$ cat src/include/idrl_map.vh
// Purpose: constants for the input data retimer and latency stage
// Assumes: byte-wide register port, 16 DAC clocks per data clock
// Notes: definitions only
`ifndef IDRL_MAP_VH
`define IDRL_MAP_VH
`define IDRL_ADDR_LATENCY 8'h21
`define IDRL_ADDR_PHASE 8'h23
`define IDRL_LATENCY_RESET 8'h01
`define IDRL_PHASE_RESET 8'h03
`define IDRL_CAP_HI 7
`define IDRL_CAP_LO 4
`define IDRL_SYNC_HI 3
`define IDRL_SYNC_LO 0
`define IDRL_LATENCY_HI 2
`define IDRL_LATENCY_LO 0
`define IDRL_FINAL_PHASE 4'hf
`define IDRL_PHASE_LAST 4'hf
`define IDRL_OUT_PHASE 4'h0
`define IDRL_LATENCY_MAX 8
`endif

$ cat src/rtl/idrl_retimer.v
// Purpose: three-register retimer plus 0..7 cycle latency stage with first-sample mark
// Assumes: mclk is the DAC clock; data clock period is 16 mclk cycles
// Notes: phases modelled as mclk edges within one data-clock period
//
// Contract
// data passes three retiming registers; first two clocked on selectable phases of 16.
// third retiming register always loads on phase 15.
// capture phase from phase reg bits 7:4, sync phase from bits 3:0.
// LVDS safe default: capture 0, sync 3, latency 1.
// CMOS safe default: capture 0, sync 7, latency 0.
// software must not pick sync phase 14 or 15.
// CMOS: capture phase must not equal sync phase or sit one behind.
// after retiming, delay data 0..7 data-clock cycles from latency reg bits 2:0.
// no latency value can cause a timing violation.
// latency selects which retimed sample is first of a transmission.
// correct latency depends on round trip from frame request to first sample.
// software computes optimal delay index from measured delay plus pin delay.
// zero measured delay maps to index 20 (LVDS DDR) or 12 (others).
// software writes looked-up latency, sync and capture values into their fields.
// LVDS index d: capture (d+8) mod 16, latency floor((d+10)/16), d up to 117.
// LVDS sync phase follows a fixed sequence over index mod 16.
// tune sampling point to centre of data window when setup and hold symmetric.
// phase n lags phase 0 by n DAC clock cycles.
`timescale 1ns/1ns
`include "idrl_map.vh"
module idrl_retimer
(
  // clock and reset
  input wire mclk,
  input wire rstn,
  // register port
  input wire regWrite,
  input wire [7:0] regAddr,
  input wire [7:0] regWdata,
  output reg [7:0] regRdata,
  // sample input from the data source
  input wire [15:0] sampleIn,
  input wire frameRequest,
  // retimed output
  output reg [15:0] sampleOut,
  output reg firstSample,
  output reg sourceDataClockOut,
  output reg [3:0] phaseCount
);

  reg [7:0] latencySelect;
  reg [7:0] retimerPhaseSelect;
  reg [15:0] captureReg;
  reg [15:0] syncReg;
  reg [15:0] finalReg;
  reg [15:0] delayLine [0:`IDRL_LATENCY_MAX-1];
  reg [7:0] markLine;
  reg frameMeta;
  reg frameSync;
  reg frameSeen;
  reg pendingMark;
  reg markCapture;
  reg markSync;
  reg markFinal;
  wire [3:0] capturePhaseSel;
  wire [3:0] syncPhaseSel;
  wire [2:0] latencyValue;
  wire atCapture;
  wire atSync;
  wire atFinal;
  wire [3:0] next_phaseCount;
  integer i;

  // true when the running phase matches a selected phase
  function isPhase;
    input [3:0] count;
    input [3:0] sel;
    begin
      isPhase = (count == sel);
    end
  endfunction

  assign capturePhaseSel = retimerPhaseSelect[`IDRL_CAP_HI:`IDRL_CAP_LO];
  assign syncPhaseSel = retimerPhaseSelect[`IDRL_SYNC_HI:`IDRL_SYNC_LO];
  assign latencyValue = latencySelect[`IDRL_LATENCY_HI:`IDRL_LATENCY_LO];
  // phase n is the nth mclk edge of a data-clock period
  assign atCapture = isPhase(phaseCount, capturePhaseSel);
  assign atSync = isPhase(phaseCount, syncPhaseSel);
  assign atFinal = isPhase(phaseCount, `IDRL_FINAL_PHASE);
  // wraps from 15 to 0 on purpose
  assign next_phaseCount = phaseCount + 4'h1;

  // register file; resets to the LVDS safe setting
  always @(posedge mclk or negedge rstn)
  begin
    if (!rstn)
    begin
      latencySelect <= `IDRL_LATENCY_RESET;
      retimerPhaseSelect <= `IDRL_PHASE_RESET;
    end
    else if (regWrite)
    begin
      if (regAddr == `IDRL_ADDR_LATENCY)
        latencySelect <= regWdata;
      if (regAddr == `IDRL_ADDR_PHASE)
        retimerPhaseSelect <= regWdata;
    end
  end

  always @(posedge mclk or negedge rstn)
  begin
    if (!rstn)
      regRdata <= 8'h00;
    else if (regAddr == `IDRL_ADDR_LATENCY)
      regRdata <= latencySelect;
    else if (regAddr == `IDRL_ADDR_PHASE)
      regRdata <= retimerPhaseSelect;
    else
      regRdata <= 8'h00;
  end

  // phase counter and data clock out: high for phases 0..7
  always @(posedge mclk or negedge rstn)
  begin
    if (!rstn)
    begin
      phaseCount <= 4'h0;
      sourceDataClockOut <= 1'b0;
    end
    else
    begin
      phaseCount <= next_phaseCount;
      // follows the count it will stand beside, so high exactly for phases 0..7
      sourceDataClockOut <= !next_phaseCount[3];
    end
  end

  // frame request from the pin: two flops before use
  always @(posedge mclk or negedge rstn)
  begin
    if (!rstn)
    begin
      frameMeta <= 1'b0;
      frameSync <= 1'b0;
      frameSeen <= 1'b0;
      pendingMark <= 1'b0;
    end
    else
    begin
      frameMeta <= frameRequest;
      frameSync <= frameMeta;
      frameSeen <= frameSync;
      // rising edge arms a mark; cleared when captured at the capture phase
      if (frameSync && !frameSeen)
        pendingMark <= 1'b1;
      else if (atCapture)
        pendingMark <= 1'b0;
    end
  end

  // three-register retimer; capture and sync registers load on selectable phases, final register on phase 15
  always @(posedge mclk or negedge rstn)
  begin
    if (!rstn)
    begin
      captureReg <= 16'h0000;
      syncReg <= 16'h0000;
      finalReg <= 16'h0000;
      markCapture <= 1'b0;
      markSync <= 1'b0;
      markFinal <= 1'b0;
    end
    else
    begin
      if (atCapture)
      begin
        captureReg <= sampleIn;
        markCapture <= pendingMark;
      end
      if (atSync)
      begin
        syncReg <= captureReg;
        markSync <= markCapture;
      end
      if (atFinal)
      begin
        finalReg <= syncReg;
        markFinal <= markSync;
      end
    end
  end

  // latency stage advances once per data clock, after phase 15 load
  always @(posedge mclk or negedge rstn)
  begin
    if (!rstn)
    begin
      for (i = 0; i < `IDRL_LATENCY_MAX; i = i + 1)
        delayLine[i] <= 16'h0000;
      markLine <= 8'h00;
      sampleOut <= 16'h0000;
      firstSample <= 1'b0;
    end
    else if (isPhase(phaseCount, `IDRL_OUT_PHASE))
    begin
      delayLine[0] <= finalReg;
      markLine[0] <= markFinal;
      for (i = 1; i < `IDRL_LATENCY_MAX; i = i + 1)
      begin
        delayLine[i] <= delayLine[i-1];
        markLine[i] <= markLine[i-1];
      end
      // tap 0 is the final register itself, so latency 0 adds nothing
      if (latencyValue == 3'h0)
      begin
        sampleOut <= finalReg;
        firstSample <= markFinal;
      end
      else
      begin
        sampleOut <= delayLine[latencyValue - 3'h1];
        firstSample <= markLine[latencyValue - 3'h1];
      end
    end
    else
      firstSample <= 1'b0;
  end

endmodule // idrl_retimer

$ cat config.mk
export PLATFORM = sky130hd
export DESIGN_NAME = idrl_retimer
export DESIGN_NICKNAME = d
export VERILOG_FILES = /design/src/rtl/idrl_retimer.v
export VERILOG_INCLUDE_DIRS = /design/src /design/src/include
export SDC_FILE = /design/constraint.sdc
export NUM_CORES = 1
export LEC_CHECK = 0
export BUFFER_PORTS_ARGS = -buffer_cell sky130_fd_sc_hd__buf_2
export CORE_MARGIN = 10
export CORE_UTILIZATION = 54
export CTS_CLUSTER_SIZE = 25
export DETAILED_ROUTE_END_ITERATION = 8
export GPL_ROUTABILITY_DRIVEN = 0
export PLACE_DENSITY = 0.75
export REMOVE_ABC_BUFFERS = 1
export SYNTH_ARGS = -nofsm -noshare
export SYNTH_HDL_FRONTEND = slang
export SYNTH_SLANG_ARGS = --single-unit
$ cat constraint.sdc
create_clock -name mclk -period 3.2 [get_ports mclk]
set_clock_uncertainty 0.1 [all_clocks]
set_input_delay 0.64 -clock mclk [delete_from_list [all_inputs] [get_ports mclk]]
set_output_delay 0.64 -clock mclk [all_outputs]
set_load 0.01 [all_outputs]
### Word-level counts from Yosys, hierarchy flattened

Index checks and enable logic that the tools add are counted.

| storage, ports and cells | value |
|---|---|
| flip-flop bits (word level) | 237 |
| input bits | 36 |
| output and inout bits | 30 |
| logic and storage cells | 56 |

| cells by class | value |
|---|---|
| add/subtract/negate cells | 2 |
| magnitude comparators | 2 |
| equality and inequality tests | 5 |
| muxes and demuxes | 12 |
| bitwise logic cells | 1 |
| reductions and logical operators | 8 |

Operators with widths:

| operator | number |
|---|---|
| 16-bit binary-select mux with 3-bit select | 1 |
| 16-bit two-way mux | 3 |
| 8-bit by 6-bit equality test with 1-bit output, second input constant | 2 |
| 8-bit two-way mux | 2 |
| 4-bit equality test | 2 |
| 1-bit two-way mux | 5 |
| 4-bit by 1-bit adder with 4-bit output, second input constant | 1 |
| 4-bit equality test, second input constant | 1 |
| 4-bit >= comparator, second input constant | 1 |
| 4-bit logical NOT | 1 |
| 3-bit by 4-bit less-than comparator with 1-bit output, second input constant | 1 |
| 3-bit inverter with 4-bit output | 1 |
| 2-bit AND reduction | 2 |
| 1-bit binary-select mux with 3-bit select | 1 |
| 3-bit logical NOT | 1 |
| 3-bit by 1-bit subtractor with 3-bit output, second input constant | 1 |
| 1-bit logical NOT | 2 |
| 2-bit nonzero test | 1 |
| 1-bit logical AND | 1 |

### Depth between registers and ports, before layout

Gate-level depths: netlist of run 1.

| depth | value |
|---|---|
| depth after elaboration | 6 |
| depth in mapped cells | 9 |
| depth with buffers taken out | 6 |

### Least setup slack after synthesis of run 1

OpenSTA, ideal clock, no wires.

| timing path | value |
|---|---|
| kind | register to register |
| from | register latencySelect[0] |
| to | register sampleOut[12] |
| library setup time | 128 ps |
| arrival | 2765 ps |
| data required time | 2972 ps |
| path slack | 207 ps |
| cell stages (with the launch flop) | 10 |
| path buffers | 4 |
| clock period less this slack | 2993 ps |
| path through | dfstp_2 buf_2 buf_2 inv_1 ha_1 clkbuf_1 clkbuf_1 mux4_2 a222oi_1 nand2_1 |

| between the ends | value |
|---|---|
| word-level cells in the longest chain between the ends | 6 |
| elaborated cells between the ends (all ways) | 7 |
| classes of those cells | add/sub: 1; mux: 4; bitwise: 1; reduce/logical: 1 |

Ends and longest elaborated chain:

| what | line | RTL |
|---|---|---|
| start, declared | idrl_retimer.v:46 | `reg [7:0] latencySelect;` |
| start signal, assigned | idrl_retimer.v:93 | `` latencySelect <= `IDRL_LATENCY_RESET; `` |
| start signal, assigned | idrl_retimer.v:99 | `latencySelect <= regWdata;` |
| 3-bit by 1-bit subtractor with 3-bit output | idrl_retimer.v:216 | `sampleOut <= delayLine[latencyValue - 3'h1];` |
| 3-bit inverter with 4-bit output (implied by the code) | idrl_retimer.v:216 |  |
| 16-bit binary-select mux with 3-bit select | idrl_retimer.v:216 |  |
| 16-bit two-way mux (implied by the code) (2 in a row) | idrl_retimer.v:216 |  |
| 16-bit two-way mux * | idrl_retimer.v:209 | `if (latencyValue == 3'h0)` |
| end signal, assigned | idrl_retimer.v:211 | `sampleOut <= finalReg;` |
| end signal, assigned | idrl_retimer.v:216 |  |
| end, declared | idrl_retimer.v:40 | `output reg [15:0] sampleOut,` |

Every way passes the cells marked *; elsewhere a longest branch is shown, timed or not. The select of a mux whose other input is x is not followed.
A chain may end at the register's enable or synchronous reset.

### Worst setup path after layout of run 1

| timing path | value |
|---|---|
| from | register latencySelect[0] |
| to | register sampleOut[3] |

Same word-level chain as after synthesis.

==> impl_metrics.yaml, run 1 <==
floorplan:
  rows: 49
  dieArea_mm2: 0.0244
  die_w_um: 156
  fp.coreArea_mm2: 0.0181
  die_h_um: 156
  initial_utilization: 0.554
  ios: 66
synthesis:
  synth_top_family_by_area: "simple AND/OR/NAND/NOR gates"
  ys_seq_area_frac: 0.593
  synth_xor_area_frac: 0.00875
  synthFlopType: "dfrtp_1"
  yosysUniqueCellTypes: 37
  yosys_warnings: 0
  synth-edff-count: 0
  synth-compound-area-share: 0.0200
  syn_inst: 913
  syn_area_mm2: 0.0100
  ys_ff_latch: 237
  syn_area_per_cell_um2: 11.0
  synth_mux_area_frac: 0.163
  postSynth.asyncResetShare: 1.00
  synth_fa_ha_area_frac: 0.00500
  synth_simple_gate_area_share: 0.186
sta:
  worst_pin_slew_ns: 0.772
  hold_slack_ns: 0.129
  final_hold_viol_count: 0
  finalCriticalPeriod_ns: 2.47
  finalCritPeriodShare: 0.771
  final_max_slew_viol_count: 0
  report.final.setup_viol: 0
  setup_slack_ns: 0.732
  rsz0062_at_grt: "no"
  setup_tns_ns: 0
  clock.fmax_mhz: 405
  slew_headroom: 0.485
route:
  route.met2.wl_um: 10000
  highest_layer: "met4"
  wl_met1_um: 8770
  drt-pass1-iter-count: 5
  avgRoutedWirePerCell_um: 16.7
  wirelength_um: 20400
  ant_nets: 0
  drt_iter0_markers: 528
  drc: 0
  dr_wl_met3_um: 1200
  vias: 6627
  vias_per_cell: 5.42
setup_path:
  r2r-start: "latencySelect[0]"
  crit_family: "buffers and inverters"
  r2r_cells: 4
  start_kind: "register"
  crit_path_top_delay_cell: "buf_4"
  r2r_setup_slack_ns: 0.73
  crit_chain: "buf_4, mux4_2, a222oi_1, nand2_1"
  worstPathRequired_ns: 3.49
  path_max_fanout: 38
  path_class: "register to register"
  path_depth: 4
  path_buf_inv: 1
  r2r-end: "sampleOut[3]"
  arrival_ns: 2.76
  end_kind: "register"
  cpPeakStageDelay_ns: 0.61
final_layout:
  fin_cells: 1223
  fin_nets: 1017
  area_growth_syn_to_layout_pct: 14.7
  drive_gt1_frac: 0.237
  fin_area_mm2: 0.0115
  antennaDiodeCount: 0
place:
  place_ws_ns: 0.756
  port_buffers: 65
  dpl.cell_count: 1177
  postPlaceCellArea_mm2: 0.0106
  dpl.hpwl_um: 12500
grt:
  grt_pass1_vias: 6797
  grt_overflow: 0
  antenna_found_initial: 0
  grt_pass1_wl_um: 34400
  grt_start_max_net_pins: 138
  grt_usage: 0.172
cts:
  clk_latency_ns: 0.52
  cts_buffers: 26
  htreeDepth: 1
  cts.sinks: 237
  post_cts_buffers: 0
  clk_pin_slew_worst_paths_ns: 0.06
  clk_path_buf_depth: 3
  cts_tree: "built"
  cts_root_buffer: "clkbuf_16"
hold_path:
  hp-start: "frameRequest"
  hold_end: "frameMeta"
  worstHoldPathCells: 1
  hold_class: "primary input to register"
power:
  power_density_mw_per_mm2: 612
  irDropWorstVdd_mv: 0.455
  leakage_nw: 5.85
outcome:
  status: "complete, no violations"
job:
  max_cap_violations: 0
[state kept, by name, indices dropped and copies added, names as in the netlist]
register	cells
firstSample	1
frameMeta	1
pendingMark	1
delayLine	128
sampleOut	16
markFinal	1
markCapture	1
latencySelect	8
markLine	8
frameSync	1
frameSeen	1
sourceDataClockOut	1
finalReg	16
syncReg	16
captureReg	16
regRdata	8
markSync	1
phaseCount	4
retimerPhaseSelect	8
[cell type report]
type	instances	area, um^2
fill	1346	6600
sequential	237	5930
multi-input combinational	620	3850
clock buffer	39	801
timing repair buffer	85	538
tap	229	287
clock inverter	6	55.1
inverter	7	26.3
[per-layer routing]
| layer | track usage | vias up |
|---|---|---|
| met5 | 0 | - |
| met4 | 0.0418 | 0 |
| met2 | 0.280 | 164 |
| met3 | 0.0433 | 32 |
| met1 | 0.226 | 3303 |
| li1 | - | 3128 |
[where the power goes]
| group | total [mW] | internal [mW] | leakage [nW] | switching [mW] |
|---|---|---|---|---|
| combinational | 0.622 | 0.331 | 2.38 | 0.291 |
| sequential | 3.49 | 3.30 | 3.04 | 0.198 |
| clock | 2.92 | 1.79 | 0.429 | 1.12 |
| total | 7.03 | 5.42 | 5.85 | 1.61 |
[kinds of logic (layout without fill, tap and decap cells)]
family,Yosys count,in the layout
AOI/OAI and AO/OA,22,22
xor gates and xnor gates,10,10
adders and majority gates,4,4
buffers and inverters,56,137
DFF,237,237
muxes,111,111
and+or+nand+nor,473,473
[worst max path at each step]
stage | slack [ns] | from | to
after floorplan | -5.84 | phaseCount[0] | sampleOut[0]
after global placement | 0.86 | latencySelect[0] | sampleOut[9]
after detailed placement | 0.76 | latencySelect[0] | sampleOut[3]
after CTS | 0.67 | latencySelect[0] | sampleOut[3]
after global routing | 0.59 | latencySelect[0] | sampleOut[3]
final | 0.73 | latencySelect[0] | sampleOut[3]
[cells in the final DEF, fill, tap and decap left out, drive strengths merged, types with 2 or more instances in the layout]
cell type,count
mux2,68
nand2b,2
nand2,442
nand3,4
mux4,32
ha,4
nand3b,2
a222oi,15
nand4,2
a21oi,2
mux2i,11
or3b,2
nor4b,2
nor3,2
clkbuf,39
xor2,5
nor2,10
clkinv,5
dfrtp,234
buf,84
xnor2,5
nor3b,2
inv,7
dfstp,3
[metrics by stage]
stage / total power [mW] / utilization
2_1_floorplan: 3.89 / -
3_3_place_gp: 4.15 / 0.587
3_5_place_dp: 4.19 / 0.587
4_1_cts: 7.13 / 0.635
5_1_grt: 7.35 / 0.635
6_report: 7.03 / 0.635
[worst reg2reg max path, cell delays in order, from the launching register on]
cell and delay (ns):
dfstp_2 0.52, buf_4 0.61, mux4_2 0.62, a222oi_1 0.40, nand2_1 0.09
[cell usage after synthesis (2+ instances only)]
library cell | count | area share
buf_6 | 2 | 0.0022
buf_2 | 14 | 0.0070
dfrtp_1 | 234 | 0.58
nand3b_1 | 2 | 0.0015
ha_1 | 4 | 0.0050
nand2_1 | 442 | 0.17
mux2_2 | 59 | 0.066
buf_1 | 3 | 0.0011
mux4_2 | 32 | 0.072
mux2_4 | 9 | 0.013
clkbuf_1 | 30 | 0.011
nand2b_1 | 2 | 0.0012
nor3_1 | 2 | 0.0010
nor3b_1 | 2 | 0.0015
xnor2_1 | 5 | 0.0044
mux2i_1 | 11 | 0.011
a222oi_1 | 15 | 0.015
nor4b_1 | 2 | 0.0018
nand3_1 | 4 | 0.0020
xor2_1 | 5 | 0.0044
nor2_1 | 10 | 0.0037
dfstp_2 | 3 | 0.0079
inv_1 | 7 | 0.0026
[timing repair]
action	in CTS	in global routing
endpoints found under the setup margin	0	0
endpoints found under the hold margin	10	0
hold buffers	1	0
gates resized for setup	0	0
(Power assumes the default switching activity.)
==> inputs of run 2 (changes only) <==
- CORE_UTILIZATION: 54 -> 60
- PLACE_DENSITY: 0.75 -> 0.79
- clock period: 3.2 -> 2.29 ns (I/O delays scaled with it)
==> impl_metrics.yaml, run 2 (synthesized netlist as in run 1, its figures left out) <==
final_layout:
  most-common-layout-cells: "nand2_1 (442), dfrtp_1 (234), buf_2 (64)"
  antennaDiodeCount: 0
  top_register: "delayLine"
  fill_cells: 1111
  area_growth_syn_to_layout_pct: 16.8
  drive_gt1_frac: 0.250
  layout_commonest_cell: "nand2_1"
  fin_nets: 1030
  fin_cells: 1228
  largest_register_ffs: 128
hold_path:
  hp-start: "sampleIn[15]"
  hold_class: "primary input to register"
  hold_end: "captureReg[15]"
  worstHoldPathCells: 2
outcome:
  status: "complete, no violations"
cts:
  cts_root_buffer: "clkbuf_16"
  cts_tree: "built"
  clk_latency_ns: 0.51
  clk_pin_slew_worst_paths_ns: 0.06
  htreeDepth: 1
  cts.sinks: 237
  cts_buffers: 24
  clk_path_buf_depth: 3
grt:
  grt_usage: 0.200
  grt_start_max_net_pins: 92
  grt_overflow: 0
  grt_pass1_vias: 7306
  grt_pass1_wl_um: 36700
  antenna_found_initial: 0
power:
  power_density_mw_per_mm2: 855
  irDropWorstVdd_mv: 0.711
  leakage_nw: 5.94
setup_path:
  r2r-start: "latencySelect[0]"
  end_kind: "register"
  arrival_ns: 2.46
  path_max_fanout: 9
  worstPathRequired_ns: 2.57
  path_class: "register to register"
  r2r_setup_slack_ns: 0.11
  r2r_cells: 6
  r2r-end: "sampleOut[9]"
  start_kind: "register"
floorplan:
  fp.coreArea_mm2: 0.0165
  dieArea_mm2: 0.0223
  rows: 47
  ios: 66
  initial_utilization: 0.608
  die_h_um: 149
  die_w_um: 149
place:
  dpl.hpwl_um: 13100
  dpl.cell_count: 1179
  place_ws_ns: 0.0730
  port_buffers: 65
sta:
  worst_pin_slew_ns: 0.536
  rsz0062_at_grt: "no"
  finalCritPeriodShare: 0.952
  finalCriticalPeriod_ns: 2.18
  report.final.setup_viol: 0
  clock.fmax_mhz: 459
  slew_headroom: 0.642
  final_hold_viol_count: 0
  hold_slack_ns: 0.0746
  setup_slack_ns: 0.109
  final_max_slew_viol_count: 0
job:
  max_cap_violations: 0
route:
  vias_per_cell: 5.66
  drt-pass1-iter-count: 8
  wirelength_um: 22300
  vias: 6948
  avgRoutedWirePerCell_um: 18.2
  drt_iter0_markers: 611
  ant_nets: 0
  drc: 0
## run 2: power breakdown
part	internal [mW]	switching (mW)
sequential	4.60	0.296
clock	2.56	1.60
combinational	0.501	0.437
## run 2: worst max path at each step
stage	from	to	slack (ns)	cells after the start
6_report	latencySelect[0]	sampleOut[9]	0.11	6
2_1_floorplan	phaseCount[0]	sampleOut[0]	-6.75	6
4_1_cts	latencySelect[0]	sampleOut[0]	0.06	6
3_5_place_dp	latencySelect[0]	sampleOut[0]	0.07	6
5_1_grt	latencySelect[0]	sampleOut[11]	0.03	7
3_3_place_gp	latencySelect[0]	sampleOut[9]	0.19	6
## run 2: critical path, cell delays in order (launching register included)
cell and delay, ns:
dfstp_2 0.55, inv_1 0.10, ha_4 0.36, clkbuf_16 0.20
mux4_2 0.29, a222oi_1 0.33, nand2_1 0.11
## run 2: area by class of cell
type | count | area (um^2) | share of cell area
Clock buffer | 34 | 729 | 0.0624
Clock inverter | 10 | 134 | 0.0114
Inverter | 7 | 26.3 | 0.00225
Multi-Input combinational cell | 620 | 3860 | 0.330
Sequential cell | 237 | 5930 | 0.507
Tap cell | 220 | 275 | 0.0235
Timing Repair Buffer | 100 | 738 | 0.0631
## run 2: routing by layer
layer / GRT usage / part of all wire / vias to the layer above
li1: - / - / 3173
met1: 0.262 / 0.42 / 3518
met2: 0.331 / 0.50 / 214
met3: 0.0434 / 0.060 / 43
met4: 0.0554 / 0.019 / 0
met5: 0 / 0 / -
## run 2: timing repair
action	4_1_cts	5_1_grt
gates resized for setup	0	2
endpoints found under the hold margin	59	0
endpoints found under the setup margin	0	5
hold buffers	2	0
buffers inserted	0	1
## run 2: metrics by stage
stage / cell area [um^2] / utilization / power, mW / TNS, ns
2_1_floorplan: 9790 / - / 5.43 / -933.08
6_report: 11700 / 0.710 / 10.0 / 0
3_3_place_gp: 10700 / 0.652 / 5.81 / 0
3_5_place_dp: 10700 / 0.652 / 5.87 / 0
5_1_grt: 11700 / 0.710 / 10.4 / 0
4_1_cts: 11600 / 0.706 / 10.0 / 0
